$ cat src/core/scm_map.vh
// constants for the serial command-mode interpreter
`ifndef SCM_MAP_VH
`define SCM_MAP_VH
// apb register byte offsets
`define SCM_OFF_CTRL    12'h000
`define SCM_OFF_STATUS  12'h004
`define SCM_OFF_CFG0    12'h008
`define SCM_OFF_CFG1    12'h00C
// field positions
`define SCM_CTRL_DET    0
`define SCM_CTRL_EXIT   1
`define SCM_ST_CMD      0
`define SCM_ST_PEND     1
`define SCM_ST_RESP     2
// reset values of settings
`define SCM_RST_GT      16'h03E8
`define SCM_RST_CC      8'h2B
`define SCM_RST_CT      16'h0064
`define SCM_RST_BD      4'h3
`define SCM_BD_MAX      4'h8
// timing
`define SCM_CLK_HZ      10000000
`define SCM_TICK_MS     1
`define SCM_CT_UNIT_MS  7'h64
`define SCM_ESC_COUNT   2'h3
// characters
`define SCM_CH_A        8'h41
`define SCM_CH_T        8'h54
`define SCM_CH_X        8'h58
`define SCM_CH_0        8'h30
`define SCM_CH_CR       8'h0D
`define SCM_CH_COMMA    8'h2C
`define SCM_CH_SP       8'h20
// command codes, two upper-case letters
`define SCM_CMD_GT      16'h4754
`define SCM_CMD_CC      16'h4343
`define SCM_CMD_CT      16'h4354
`define SCM_CMD_BD      16'h4244
`define SCM_CMD_AC      16'h4143
`define SCM_CMD_WR      16'h5752
`define SCM_CMD_CN      16'h434E
// responses, first character in the top byte
`define SCM_RSP_OK      48'h4F4B_0D00_0000
`define SCM_RSP_ERR     48'h4552_524F_520D
`define SCM_LEN_OK      3'h3
`define SCM_LEN_ERR     3'h6
`define SCM_LEN_VAL     3'h5
// baud rates in b/s
`define SCM_BAUD0       1200
`define SCM_BAUD1       2400
`define SCM_BAUD2       4800
`define SCM_BAUD3       9600
`define SCM_BAUD4       19200
`define SCM_BAUD5       38400
`define SCM_BAUD6       57600
`define SCM_BAUD7       115200
`define SCM_BAUD8       230400
`endif

$ cat src/core/scm_tick.v
// millisecond tick generator
`timescale 1ns/100ps
module scm_tick #(
	parameter MS_CYCLES = 10000
) (
	input  wire        clk,
	input  wire        reset,
	input  wire        ce,
	output reg         tick_r
);
	reg [23:0] cnt_r;

	always @(posedge clk) begin
		if (reset) begin
			cnt_r  <= 24'h00_0000;
			tick_r <= 1'b0;
		end else if (ce) begin
			if (cnt_r == MS_CYCLES[23:0] - 24'h00_0001) begin
				cnt_r  <= 24'h00_0000;
				tick_r <= 1'b1;
			end else begin
				cnt_r  <= cnt_r + 24'h00_0001;
				tick_r <= 1'b0;
			end
		end
	end
endmodule // scm_tick

$ cat src/core/scm_interp.v
// serial command-mode interpreter with apb status and configuration
//////////////////////////////////////////////////////////////////////////////
// Behaviour
// - enter only after guard silence, three escape chars, guard silence
// - in command mode stop forwarding, interpret characters locally
// - send OK on entry, after earlier serial data has drained
// - idle timeout with no input leaves command mode
// - escape detection looks only at the uart receive path
// - command mode works in transparent and api framing alike
// - a line is AT, two-letter code, optional parameter
// - a command without parameter returns its current value
// - reply OK on success, ERROR on failure
// - commas separate several commands after one AT, run in order
// - hex parameters accepted bare or with 0x prefix
// - writes stay pending until apply command or leaving command mode
// - persist command stores settings; reset restores stored ones
// - exit command ended by carriage return leaves command mode
// - baud code 7 gives 115200, default code 3 gives 9600
// - guard time, escape char, idle timeout are settings
// - escape character defaults to plus sign
// - guard setting defaults to one second
// - idle timeout setting defaults to ten seconds
//////////////////////////////////////////////////////////////////////////////
`timescale 1ns/100ps
`include "scm_map.vh"
module scm_interp #(
	parameter MS_CYCLES = `SCM_CLK_HZ / 1000 * `SCM_TICK_MS
) (
	input  wire        clk,
	input  wire        reset,
	input  wire        ce,
	input  wire [11:0] paddr,
	input  wire        psel,
	input  wire        penable,
	input  wire        pwrite,
	input  wire [31:0] pwdata,
	output reg  [31:0] prdata_r,
	output reg         pready_r,
	output reg         pslverr_r,
	input  wire        rx_valid,
	input  wire [7:0]  rx_data,
	output reg         rx_ready_r,
	input  wire        tx_busy,
	output reg         tx_valid_r,
	output reg  [7:0]  tx_data_r,
	input  wire        tx_ready,
	output reg         fwd_valid_r,
	output reg  [7:0]  fwd_data_r,
	input  wire [15:0] nv_guard,
	input  wire [7:0]  nv_escape,
	input  wire [15:0] nv_timeout,
	input  wire [3:0]  nv_baud,
	output reg         nv_write_r,
	output reg  [43:0] nv_wdata_r,
	output reg         command_mode_r,
	output reg  [3:0]  baud_select_r,
	output reg  [15:0] baud_div_r
);
	localparam P_A = 3'd0, P_T = 3'd1, P_C1 = 3'd2, P_C2 = 3'd3, P_PAR = 3'd4, P_SKIP = 3'd5;

	function [4:0] hexval; // {valid, nibble}
		input [7:0] c;
		begin
			if (c >= 8'h30 && c <= 8'h39)
				hexval = {1'b1, c[3:0]};
			else if (c >= 8'h41 && c <= 8'h46)
				hexval = {1'b1, c[3:0] + 4'h9};
			else
				hexval = 5'h00;
		end
	endfunction

	function [7:0] upcase;
		input [7:0] c;
		begin
			upcase = (c >= 8'h61 && c <= 8'h7A) ? c - 8'h20 : c;
		end
	endfunction

	function [7:0] hexchar;
		input [3:0] n;
		begin
			hexchar = (n < 4'hA) ? {4'h3, n} : {4'h4, n - 4'h9};
		end
	endfunction

	function [15:0] baud_div; // clock cycles per bit
		input [3:0] code;
		reg [31:0] r;
		reg [31:0] q;
		begin
			case (code)
				4'h0: r = `SCM_BAUD0;
				4'h1: r = `SCM_BAUD1;
				4'h2: r = `SCM_BAUD2;
				4'h3: r = `SCM_BAUD3;
				4'h4: r = `SCM_BAUD4;
				4'h5: r = `SCM_BAUD5;
				4'h6: r = `SCM_BAUD6;
				4'h7: r = `SCM_BAUD7;
				default: r = `SCM_BAUD8;
			endcase
			q        = `SCM_CLK_HZ / r;
			baud_div = q[15:0];
		end
	endfunction

	wire        ms_tick;
	reg         load_r, det_en_r, exit_req_r;
	reg  [15:0] gt_p_r, ct_p_r, gt_a_r, ct_a_r;
	reg  [7:0]  cc_p_r, cc_a_r;
	reg  [3:0]  bd_p_r;
	reg  [15:0] sil_r, idle_r;
	reg  [6:0]  sub_r;
	reg  [1:0]  esc_r;
	reg         ok_wait_r;
	reg  [2:0]  pst_r;
	reg  [15:0] code_r, val_r;
	reg  [2:0]  ndig_r;
	reg         has_r, bad_r, pfx_r;
	reg  [47:0] rsp_r;
	reg  [2:0]  rlen_r;
	reg         leave_r;
	reg  [7:0]  ch;
	reg         ok;
	reg  [15:0] rd;
	reg         rdv;

	scm_tick #(.MS_CYCLES(MS_CYCLES)) u_tick (
		.clk    (clk),
		.reset  (reset),
		.ce     (ce),
		.tick_r (ms_tick)
	);

	wire take    = rx_valid & rx_ready_r;
	wire pending = (gt_p_r != gt_a_r) | (cc_p_r != cc_a_r) | (ct_p_r != ct_a_r)
		| (bd_p_r != baud_select_r);
	wire apb_wr  = psel & penable & pwrite;
	wire idle_to = command_mode_r & (idle_r >= ct_a_r);
	wire [4:0] hv = hexval(upcase(rx_data));

	// command evaluation of the parsed code and parameter
	always @* begin
		ch  = upcase(rx_data);
		ok  = ~bad_r;
		rd  = 16'h0000;
		rdv = 1'b0;
		case (code_r)
			`SCM_CMD_GT: begin rd = gt_p_r; rdv = ~has_r; end
			`SCM_CMD_CT: begin rd = ct_p_r; rdv = ~has_r; end
			`SCM_CMD_CC: begin
				rd = {8'h00, cc_p_r};
				rdv = ~has_r;
				ok = ok & (val_r[15:8] == 8'h00);
			end
			`SCM_CMD_BD: begin
				rd = {12'h000, bd_p_r};
				rdv = ~has_r;
				ok = ok & (val_r <= {12'h000, `SCM_BD_MAX});
			end
			`SCM_CMD_AC, `SCM_CMD_WR, `SCM_CMD_CN: ok = ok & ~has_r;
			default: ok = 1'b0;
		endcase
	end

	//////////////////////////////////////////////////////////////////////////
	always @(posedge clk) begin
		if (reset) begin
			load_r         <= 1'b1;
			det_en_r       <= 1'b1;
			exit_req_r     <= 1'b0;
			gt_p_r         <= `SCM_RST_GT;
			gt_a_r         <= `SCM_RST_GT;
			cc_p_r         <= `SCM_RST_CC;
			cc_a_r         <= `SCM_RST_CC;
			ct_p_r         <= `SCM_RST_CT;
			ct_a_r         <= `SCM_RST_CT;
			bd_p_r         <= `SCM_RST_BD;
			baud_select_r  <= `SCM_RST_BD;
			baud_div_r     <= baud_div(`SCM_RST_BD);
			sil_r          <= 16'h0000;
			idle_r         <= 16'h0000;
			sub_r          <= 7'h00;
			esc_r          <= 2'h0;
			ok_wait_r      <= 1'b0;
			command_mode_r <= 1'b0;
			pst_r          <= P_A;
			code_r         <= 16'h0000;
			val_r          <= 16'h0000;
			ndig_r         <= 3'h0;
			has_r          <= 1'b0;
			bad_r          <= 1'b0;
			pfx_r          <= 1'b0;
			rsp_r          <= 48'h0000_0000_0000;
			rlen_r         <= 3'h0;
			leave_r        <= 1'b0;
			rx_ready_r     <= 1'b0;
			tx_valid_r     <= 1'b0;
			tx_data_r      <= 8'h00;
			fwd_valid_r    <= 1'b0;
			fwd_data_r     <= 8'h00;
			nv_write_r     <= 1'b0;
			nv_wdata_r     <= 44'h000_0000_0000;
			prdata_r       <= 32'h0000_0000;
			pready_r       <= 1'b0;
			pslverr_r      <= 1'b0;
		end else if (ce) begin
			nv_write_r  <= 1'b0;
			fwd_valid_r <= 1'b0;
			pready_r    <= psel & ~penable;
			// error flag stands only beside ready, never on an idle bus
			pslverr_r   <= 1'b0;
			// settings come back from storage after every reset
			if (load_r) begin
				load_r        <= 1'b0;
				gt_p_r        <= nv_guard;
				gt_a_r        <= nv_guard;
				cc_p_r        <= nv_escape;
				cc_a_r        <= nv_escape;
				ct_p_r        <= nv_timeout;
				ct_a_r        <= nv_timeout;
				bd_p_r        <= nv_baud;
				baud_select_r <= nv_baud;
				baud_div_r    <= baud_div(nv_baud);
			end
			// apb slave: no wait state, answer in first access cycle
			if (psel & ~penable) begin
				case (paddr)
					`SCM_OFF_CTRL:   prdata_r <= {30'h0000_0000, exit_req_r, det_en_r};
					`SCM_OFF_STATUS: prdata_r <= {29'h0000_0000, (rlen_r != 3'h0),
						pending, command_mode_r};
					`SCM_OFF_CFG0:   prdata_r <= {ct_a_r, gt_a_r};
					`SCM_OFF_CFG1:   prdata_r <= {20'h0_0000, baud_select_r, cc_a_r};
					default: begin
						prdata_r  <= 32'h0000_0000;
						pslverr_r <= 1'b1;
					end
				endcase
			end
			if (apb_wr & pready_r & (paddr == `SCM_OFF_CTRL)) begin
				det_en_r   <= pwdata[`SCM_CTRL_DET];
				exit_req_r <= pwdata[`SCM_CTRL_EXIT];
			end
			// silence and idle counters restart on any char
			if (take) begin
				sil_r  <= 16'h0000;
				idle_r <= 16'h0000;
				sub_r  <= 7'h00;
			end else if (ms_tick) begin
				if (sil_r != 16'hFFFF)
					sil_r <= sil_r + 16'h0001;
				if (sub_r == `SCM_CT_UNIT_MS - 7'h01) begin
					sub_r <= 7'h00;
					if (idle_r != 16'hFFFF)
						idle_r <= idle_r + 16'h0001;
				end else begin
					sub_r <= sub_r + 7'h01;
				end
			end
			// response shifter; a new char is loaded when tx_valid_r is low or tx_ready takes the last
			if (rlen_r != 3'h0 && !ok_wait_r && (!tx_valid_r || tx_ready)) begin
				tx_valid_r <= 1'b1;
				tx_data_r  <= rsp_r[47:40];
				rsp_r      <= {rsp_r[39:0], 8'h00};
				rlen_r     <= rlen_r - 3'h1;
			end else if (tx_ready) begin
				tx_valid_r <= 1'b0;
			end
			// ok waits for earlier data to leave the transmitter
			if (ok_wait_r && !tx_busy)
				ok_wait_r <= 1'b0;
			rx_ready_r <= ~load_r & (rlen_r == 3'h0) & ~ok_wait_r & ~leave_r;
			if (!command_mode_r) begin
				// detector on the uart stream only, any framing mode
				if (take) begin
					fwd_valid_r <= 1'b1;
					fwd_data_r  <= rx_data;
					if (rx_data == cc_a_r && det_en_r && esc_r != `SCM_ESC_COUNT
						&& (esc_r != 2'h0 || sil_r >= gt_a_r))
						esc_r <= esc_r + 2'h1;
					else
						esc_r <= 2'h0;
				end else if (esc_r == `SCM_ESC_COUNT && sil_r >= gt_a_r) begin
					command_mode_r <= 1'b1;
					esc_r          <= 2'h0;
					idle_r         <= 16'h0000;
					sub_r          <= 7'h00;
					pst_r          <= P_A;
					ok_wait_r      <= 1'b1;
					rsp_r          <= `SCM_RSP_OK;
					rlen_r         <= `SCM_LEN_OK;
				end
			end else if ((leave_r && rlen_r == 3'h0 && !tx_valid_r) || idle_to
				|| exit_req_r) begin
				// leaving applies pending writes
				command_mode_r <= 1'b0;
				leave_r        <= 1'b0;
				exit_req_r     <= 1'b0;
				gt_a_r         <= gt_p_r;
				cc_a_r         <= cc_p_r;
				ct_a_r         <= ct_p_r;
				baud_select_r  <= bd_p_r;
				baud_div_r     <= baud_div(bd_p_r);
			end else if (take) begin
				case (pst_r)
					P_A: pst_r <= (ch == `SCM_CH_A) ? P_T : P_SKIP;
					P_T: pst_r <= (ch == `SCM_CH_T) ? P_C1 : P_SKIP;
					P_C1: begin
						if (ch == `SCM_CH_CR) begin
							pst_r  <= P_A;
							rsp_r  <= `SCM_RSP_OK; // bare AT
							rlen_r <= `SCM_LEN_OK;
						end else begin
							code_r[15:8] <= ch;
							pst_r        <= P_C2;
						end
					end
					P_C2: begin
						code_r[7:0] <= ch;
						val_r       <= 16'h0000;
						ndig_r      <= 3'h0;
						has_r       <= 1'b0;
						bad_r       <= 1'b0;
						pfx_r       <= 1'b0;
						pst_r       <= P_PAR;
					end
					P_PAR: begin
						if (ch == `SCM_CH_CR || ch == `SCM_CH_COMMA) begin
							pst_r <= (ch == `SCM_CH_COMMA) ? P_C1 : P_A;
							if (!ok) begin
								rsp_r  <= `SCM_RSP_ERR;
								rlen_r <= `SCM_LEN_ERR;
							end else if (rdv) begin
								rsp_r  <= {hexchar(rd[15:12]), hexchar(rd[11:8]),
									hexchar(rd[7:4]), hexchar(rd[3:0]), `SCM_CH_CR,
									8'h00};
								rlen_r <= `SCM_LEN_VAL;
							end else begin
								rsp_r  <= `SCM_RSP_OK;
								rlen_r <= `SCM_LEN_OK;
								case (code_r)
									`SCM_CMD_GT: gt_p_r <= val_r;
									`SCM_CMD_CT: ct_p_r <= val_r;
									`SCM_CMD_CC: cc_p_r <= val_r[7:0];
									`SCM_CMD_BD: bd_p_r <= val_r[3:0];
									`SCM_CMD_AC: begin
										gt_a_r        <= gt_p_r;
										cc_a_r        <= cc_p_r;
										ct_a_r        <= ct_p_r;
										baud_select_r <= bd_p_r;
										baud_div_r    <= baud_div(bd_p_r);
									end
									`SCM_CMD_WR: begin
										nv_write_r <= 1'b1;
										nv_wdata_r <= {bd_p_r, ct_p_r, cc_p_r, gt_p_r};
									end
									`SCM_CMD_CN: leave_r <= (ch == `SCM_CH_CR);
									default: rlen_r <= `SCM_LEN_OK;
								endcase
							end
						end else if (ch == `SCM_CH_SP && !has_r) begin
							has_r <= 1'b0; // space before the value is allowed
						end else if (ch == `SCM_CH_X && !pfx_r && ndig_r == 3'h1
							&& val_r == 16'h0000) begin
							pfx_r  <= 1'b1;
							ndig_r <= 3'h0;
						end else if (hv[4] && ndig_r != 3'h4) begin
							val_r  <= {val_r[11:0], hv[3:0]};
							ndig_r <= ndig_r + 3'h1;
							has_r  <= 1'b1;
						end else begin
							bad_r <= 1'b1;
							has_r <= 1'b1;
						end
					end
					P_SKIP: begin
						if (ch == `SCM_CH_CR) begin
							pst_r  <= P_A;
							rsp_r  <= `SCM_RSP_ERR;
							rlen_r <= `SCM_LEN_ERR;
						end
					end
					default: pst_r <= P_A;
				endcase
			end
		end
	end
endmodule // scm_interp

$ cat config.mk
export PLATFORM = sky130hd
export DESIGN_NAME = scm_interp
export DESIGN_NICKNAME = d
export VERILOG_FILES = /design/src/core/scm_tick.v /design/src/core/scm_interp.v
export VERILOG_INCLUDE_DIRS = /design/src /design/src/core
export SDC_FILE = /design/constraint.sdc
export NUM_CORES = 2
export LEC_CHECK = 0
export ABC_AREA = 1
export BUFFER_PORTS_ARGS = -buffer_cell sky130_fd_sc_hd__buf_2
export CORE_AREA = 10 10 334 336
export CTS_CLUSTER_SIZE = 12
export DETAILED_ROUTE_END_ITERATION = 10
export DIE_AREA = 0 0 344 346
export HOLD_SLACK_MARGIN = 0.03
export PLACE_DENSITY = 0.72
export SLEW_MARGIN = 20
export SYNTH_ARGS = -nofsm -noshare
export SYNTH_HDL_FRONTEND = slang
export SYNTH_SLANG_ARGS = --single-unit
$ cat constraint.sdc
create_clock -name clk -period 151.7 [get_ports clk]
set_input_delay 30.34 -clock clk [delete_from_list [all_inputs] [get_ports clk]]
set_output_delay 30.34 -clock clk [all_outputs]
set_load 0.03 [all_outputs]
==> qor.csv <==
stage,metric,value,unit
final_layout,Layout area overhead,5.38,%
critical_path,Worst EP arrival,76.64,ns
sta,fin. max-slew vios,0,
sta,Final period util,50.2,%
final_layout,total area of sequential cells,7590,um2
final_layout,multi-input logic area,43500,um2
status,status,finished clean,
cts,CTS sink cnt,379,
cts,Skew-Pair Late Insertion Delay,0.57,ns
grt,All-Layer GR Usage,29.1,%
place,DP Wirelength,143000,um
critical_path,CP Capture Type,flop,
grt,initial antenna violation count,6,
die,# IOs,224,
grt,vias in the first global route,56700,
sta,worst slew pin tran,1.08,ns
cts,cts hold-fix bufs,0,
sta,Setup TNS Final,0,ns
critical_path,"Largest stage delay, worst path",0.80,ns
grt,met2 usage,46.3,%
critical_path,CP Max Fanout,29,
cts,CTS buffer count,41,
critical_path,slowest CP cell,clkinv_1,
critical_path,CP dominant cell by count,nand2_1,
grt,GRT overflow,0,
routing,Via Count,61600,
synthesis,Synth cell types,92,
sta,Final Skew,0.0323,ns
critical_path,Worst Path Buf+Inv,32,
cts,post-CTS setup buffer count,0,
synthesis,Post-synth EDFFs,0,
critical_path,CP Data Required Time,152.13,ns
routing,router iterations before antenna repair,8,
die,Core Region,105000,um2
sta,endpoints failing hold,0,
routing,DRT antenna net count,0,
synthesis,Synth Area per Inst,6.18,um2
synthesis,post-synthesis sequential area ratio,13.3,%
routing,1st-iter DRT viols,5355,
final_layout,FILL cells,10600,
hold_path,HP Class,reg -> reg,
cts,Resize count post-CTS,0,
cts,"Clk pin slew, worst setup/hold paths",0.06,ns
synthesis,Seq cells post-synth,379,
synthesis,Mapped Cells,9239,
die,Starting Density,54.4,%
critical_path,"Largest delay share family, worst path",simple AND/OR/NAND/NOR gates,
cts,H-Tree Depth,2,
sta,fin crit period,76.21,ns
synthesis,ys flop type,dfxtp_1,
die,die area,119000,um2
critical_path,Startpoint Class,primary input,
grt,met1 Usage GRT,39.4,%
grt,largest net degree at the start of global routing,88,
routing,Vias per Instance,5.77,
final_layout,"most common cell after layout, fill and taps aside",nand2_1,
final_layout,most frequent cells in the layout,"nand2_1 (2102), inv_1 (1169), a21oi_1 (880)",
place,I/O Buffers,193,
sta,Max Freq,13.1,MHz
grt,GR Util met3,5.56,%
routing,routed len/inst,17.1,um
die,width of the die,344,um
final_layout,# nets final,9974,
final_layout,share of post-route cells with drive strength above 1,8.78,%
sta,RSZ-0062 raised after global routing,false,
place,GP Congestion,0.987,
job,Max Cap Violations,0,
sta,Final setup viols,0,
cts,CTS tree,done,
synthesis,Async SR Flop Fraction,0,%
die,Vert. Die Dim,346,um
synthesis,total number of yosys warnings,0,
sta,worst relative slew slack,27.8,%
critical_path,Crit Path Category,in -> reg,
routing,DRT Wirelength,182000,um
routing,DRC viols,0,
die,Core Rows,119,
cts,CTS max path bufs,3,
cts,root buffer cell,clkbuf_16,
grt,first-pass GRT wire length,291000,um
synthesis,synthesized area,57100,um2
grt,Top Usage Layer GRT,met2,
==> layer usage <==
metal / vias up / part of all wire [%] / wire (um)
met3: 333 / 8.8 / 16100
li1: 31100 / - / -
met4: 4 / 3.0 / 5440
met2: 2015 / 43 / 78900
met1: 28100 / 45 / 82100
met5: - / 0.015 / 28
==> worst reg2reg max path: cells and delay by family, from the launching register on <==
kind / cells / cell delay, ns
adder cells (fa/ha/maj): 27 / 8.84
AO/OA/AOI/OAI: 143 / 26.61
flip-flops: 1 / 0.59
buffers and inverters: 43 / 9.01
AND/OR/NAND/NOR: 182 / 21.96
==> state kept, by name, indices dropped and copies added (netlist names), 4 cells and up, named ones only <==
signal,count
code_r,16
cc_p_r,8
nv_wdata_r,44
u_tick.cnt_r,24
gt_a_r,16
gt_p_r,16
sub_r,7
tx_data_r,8
sil_r,16
baud_select_r,4
val_r,16
cc_a_r,8
ct_a_r,16
rsp_r,48
prdata_r,32
ct_p_r,16
bd_p_r,4
fwd_data_r,8
idle_r,16
baud_div_r,16
==> cells in the mapped netlist, drive strengths merged (111+ instances only) <==
cell	n	area share (%)
dfxtp	379	13
clkbuf	197	1.4
xor2	288	4.4
nor2	678	5.3
o21ai	860	7.7
nand4	168	2.0
inv	1203	7.9
ha	609	13
a21oi	894	8.0
nand2	2260	16
nor3	111	1.1
nand3	571	5.8
xnor2	203	3.1
==> kinds of logic (layout without fill, tap and decap cells) <==
| kind of cell | after synthesis | in the layout | synth area share [%] |
|---|---|---|---|
| AO/OA/AOI/OAI | 2285 | 2285 | 22.8 |
| other | 1 | 9 | 0.00657 |
| adder cells (fa/ha/maj) | 619 | 619 | 13.7 |
| buffers and inverters | 1507 | 1540 | 10.6 |
| flip-flops | 379 | 379 | 13.3 |
| multiplexers | 2 | 2 | 0.0351 |
| AND/OR/NAND/NOR | 3955 | 3955 | 32.0 |
| XOR/XNOR | 491 | 491 | 7.54 |
==> worst paths after layout <==
check	cells past startpoint	slack [ns]	end	from
worst max-delay path	273	75.49	baud_div_r[0]$_SDFFE_PP1P_	nv_baud[3]
worst min-delay path	2	0.44	rsp_r[7]$_SDFFE_PP0P_	rsp_r[7]$_SDFFE_PP0P_
worst max register to register	395	84.53	baud_div_r[0]$_SDFFE_PP1P_	bd_p_r[3]$_SDFFE_PP0P_
worst min register to register	2	0.44	rsp_r[7]$_SDFFE_PP0P_	rsp_r[7]$_SDFFE_PP0P_
==> through the flow <==
step                utilization (%)  cells  hold slack, ns  area, um2  worst slack (ns)
finish                         57.4  10700           0.443      60100             75.49
global route                   57.3  10700           0.482      60100             70.58
CTS                            57.3  10700           0.446      60100             75.91
detailed placement             56.1  10600           0.437      58800             75.45
global placement               56.1  10600           0.433      58800             76.45
floorplan                         -   9241           0.419      57100             83.18
==> layout make-up <==
type                    count  share of cell area, %
multi-input cells        7355                   72.3
well taps                1391                   2.89
diodes                      6                 0.0250
repair buffers            244                   2.26
inverters                1229                   7.76
flip-flops and latches    379                   12.6
clock inverters             8                  0.183
clock buffers              59                   1.95
Power is not shown: default switching activity piles up to over one toggle a cycle in this logic, so the estimate is an artifact.
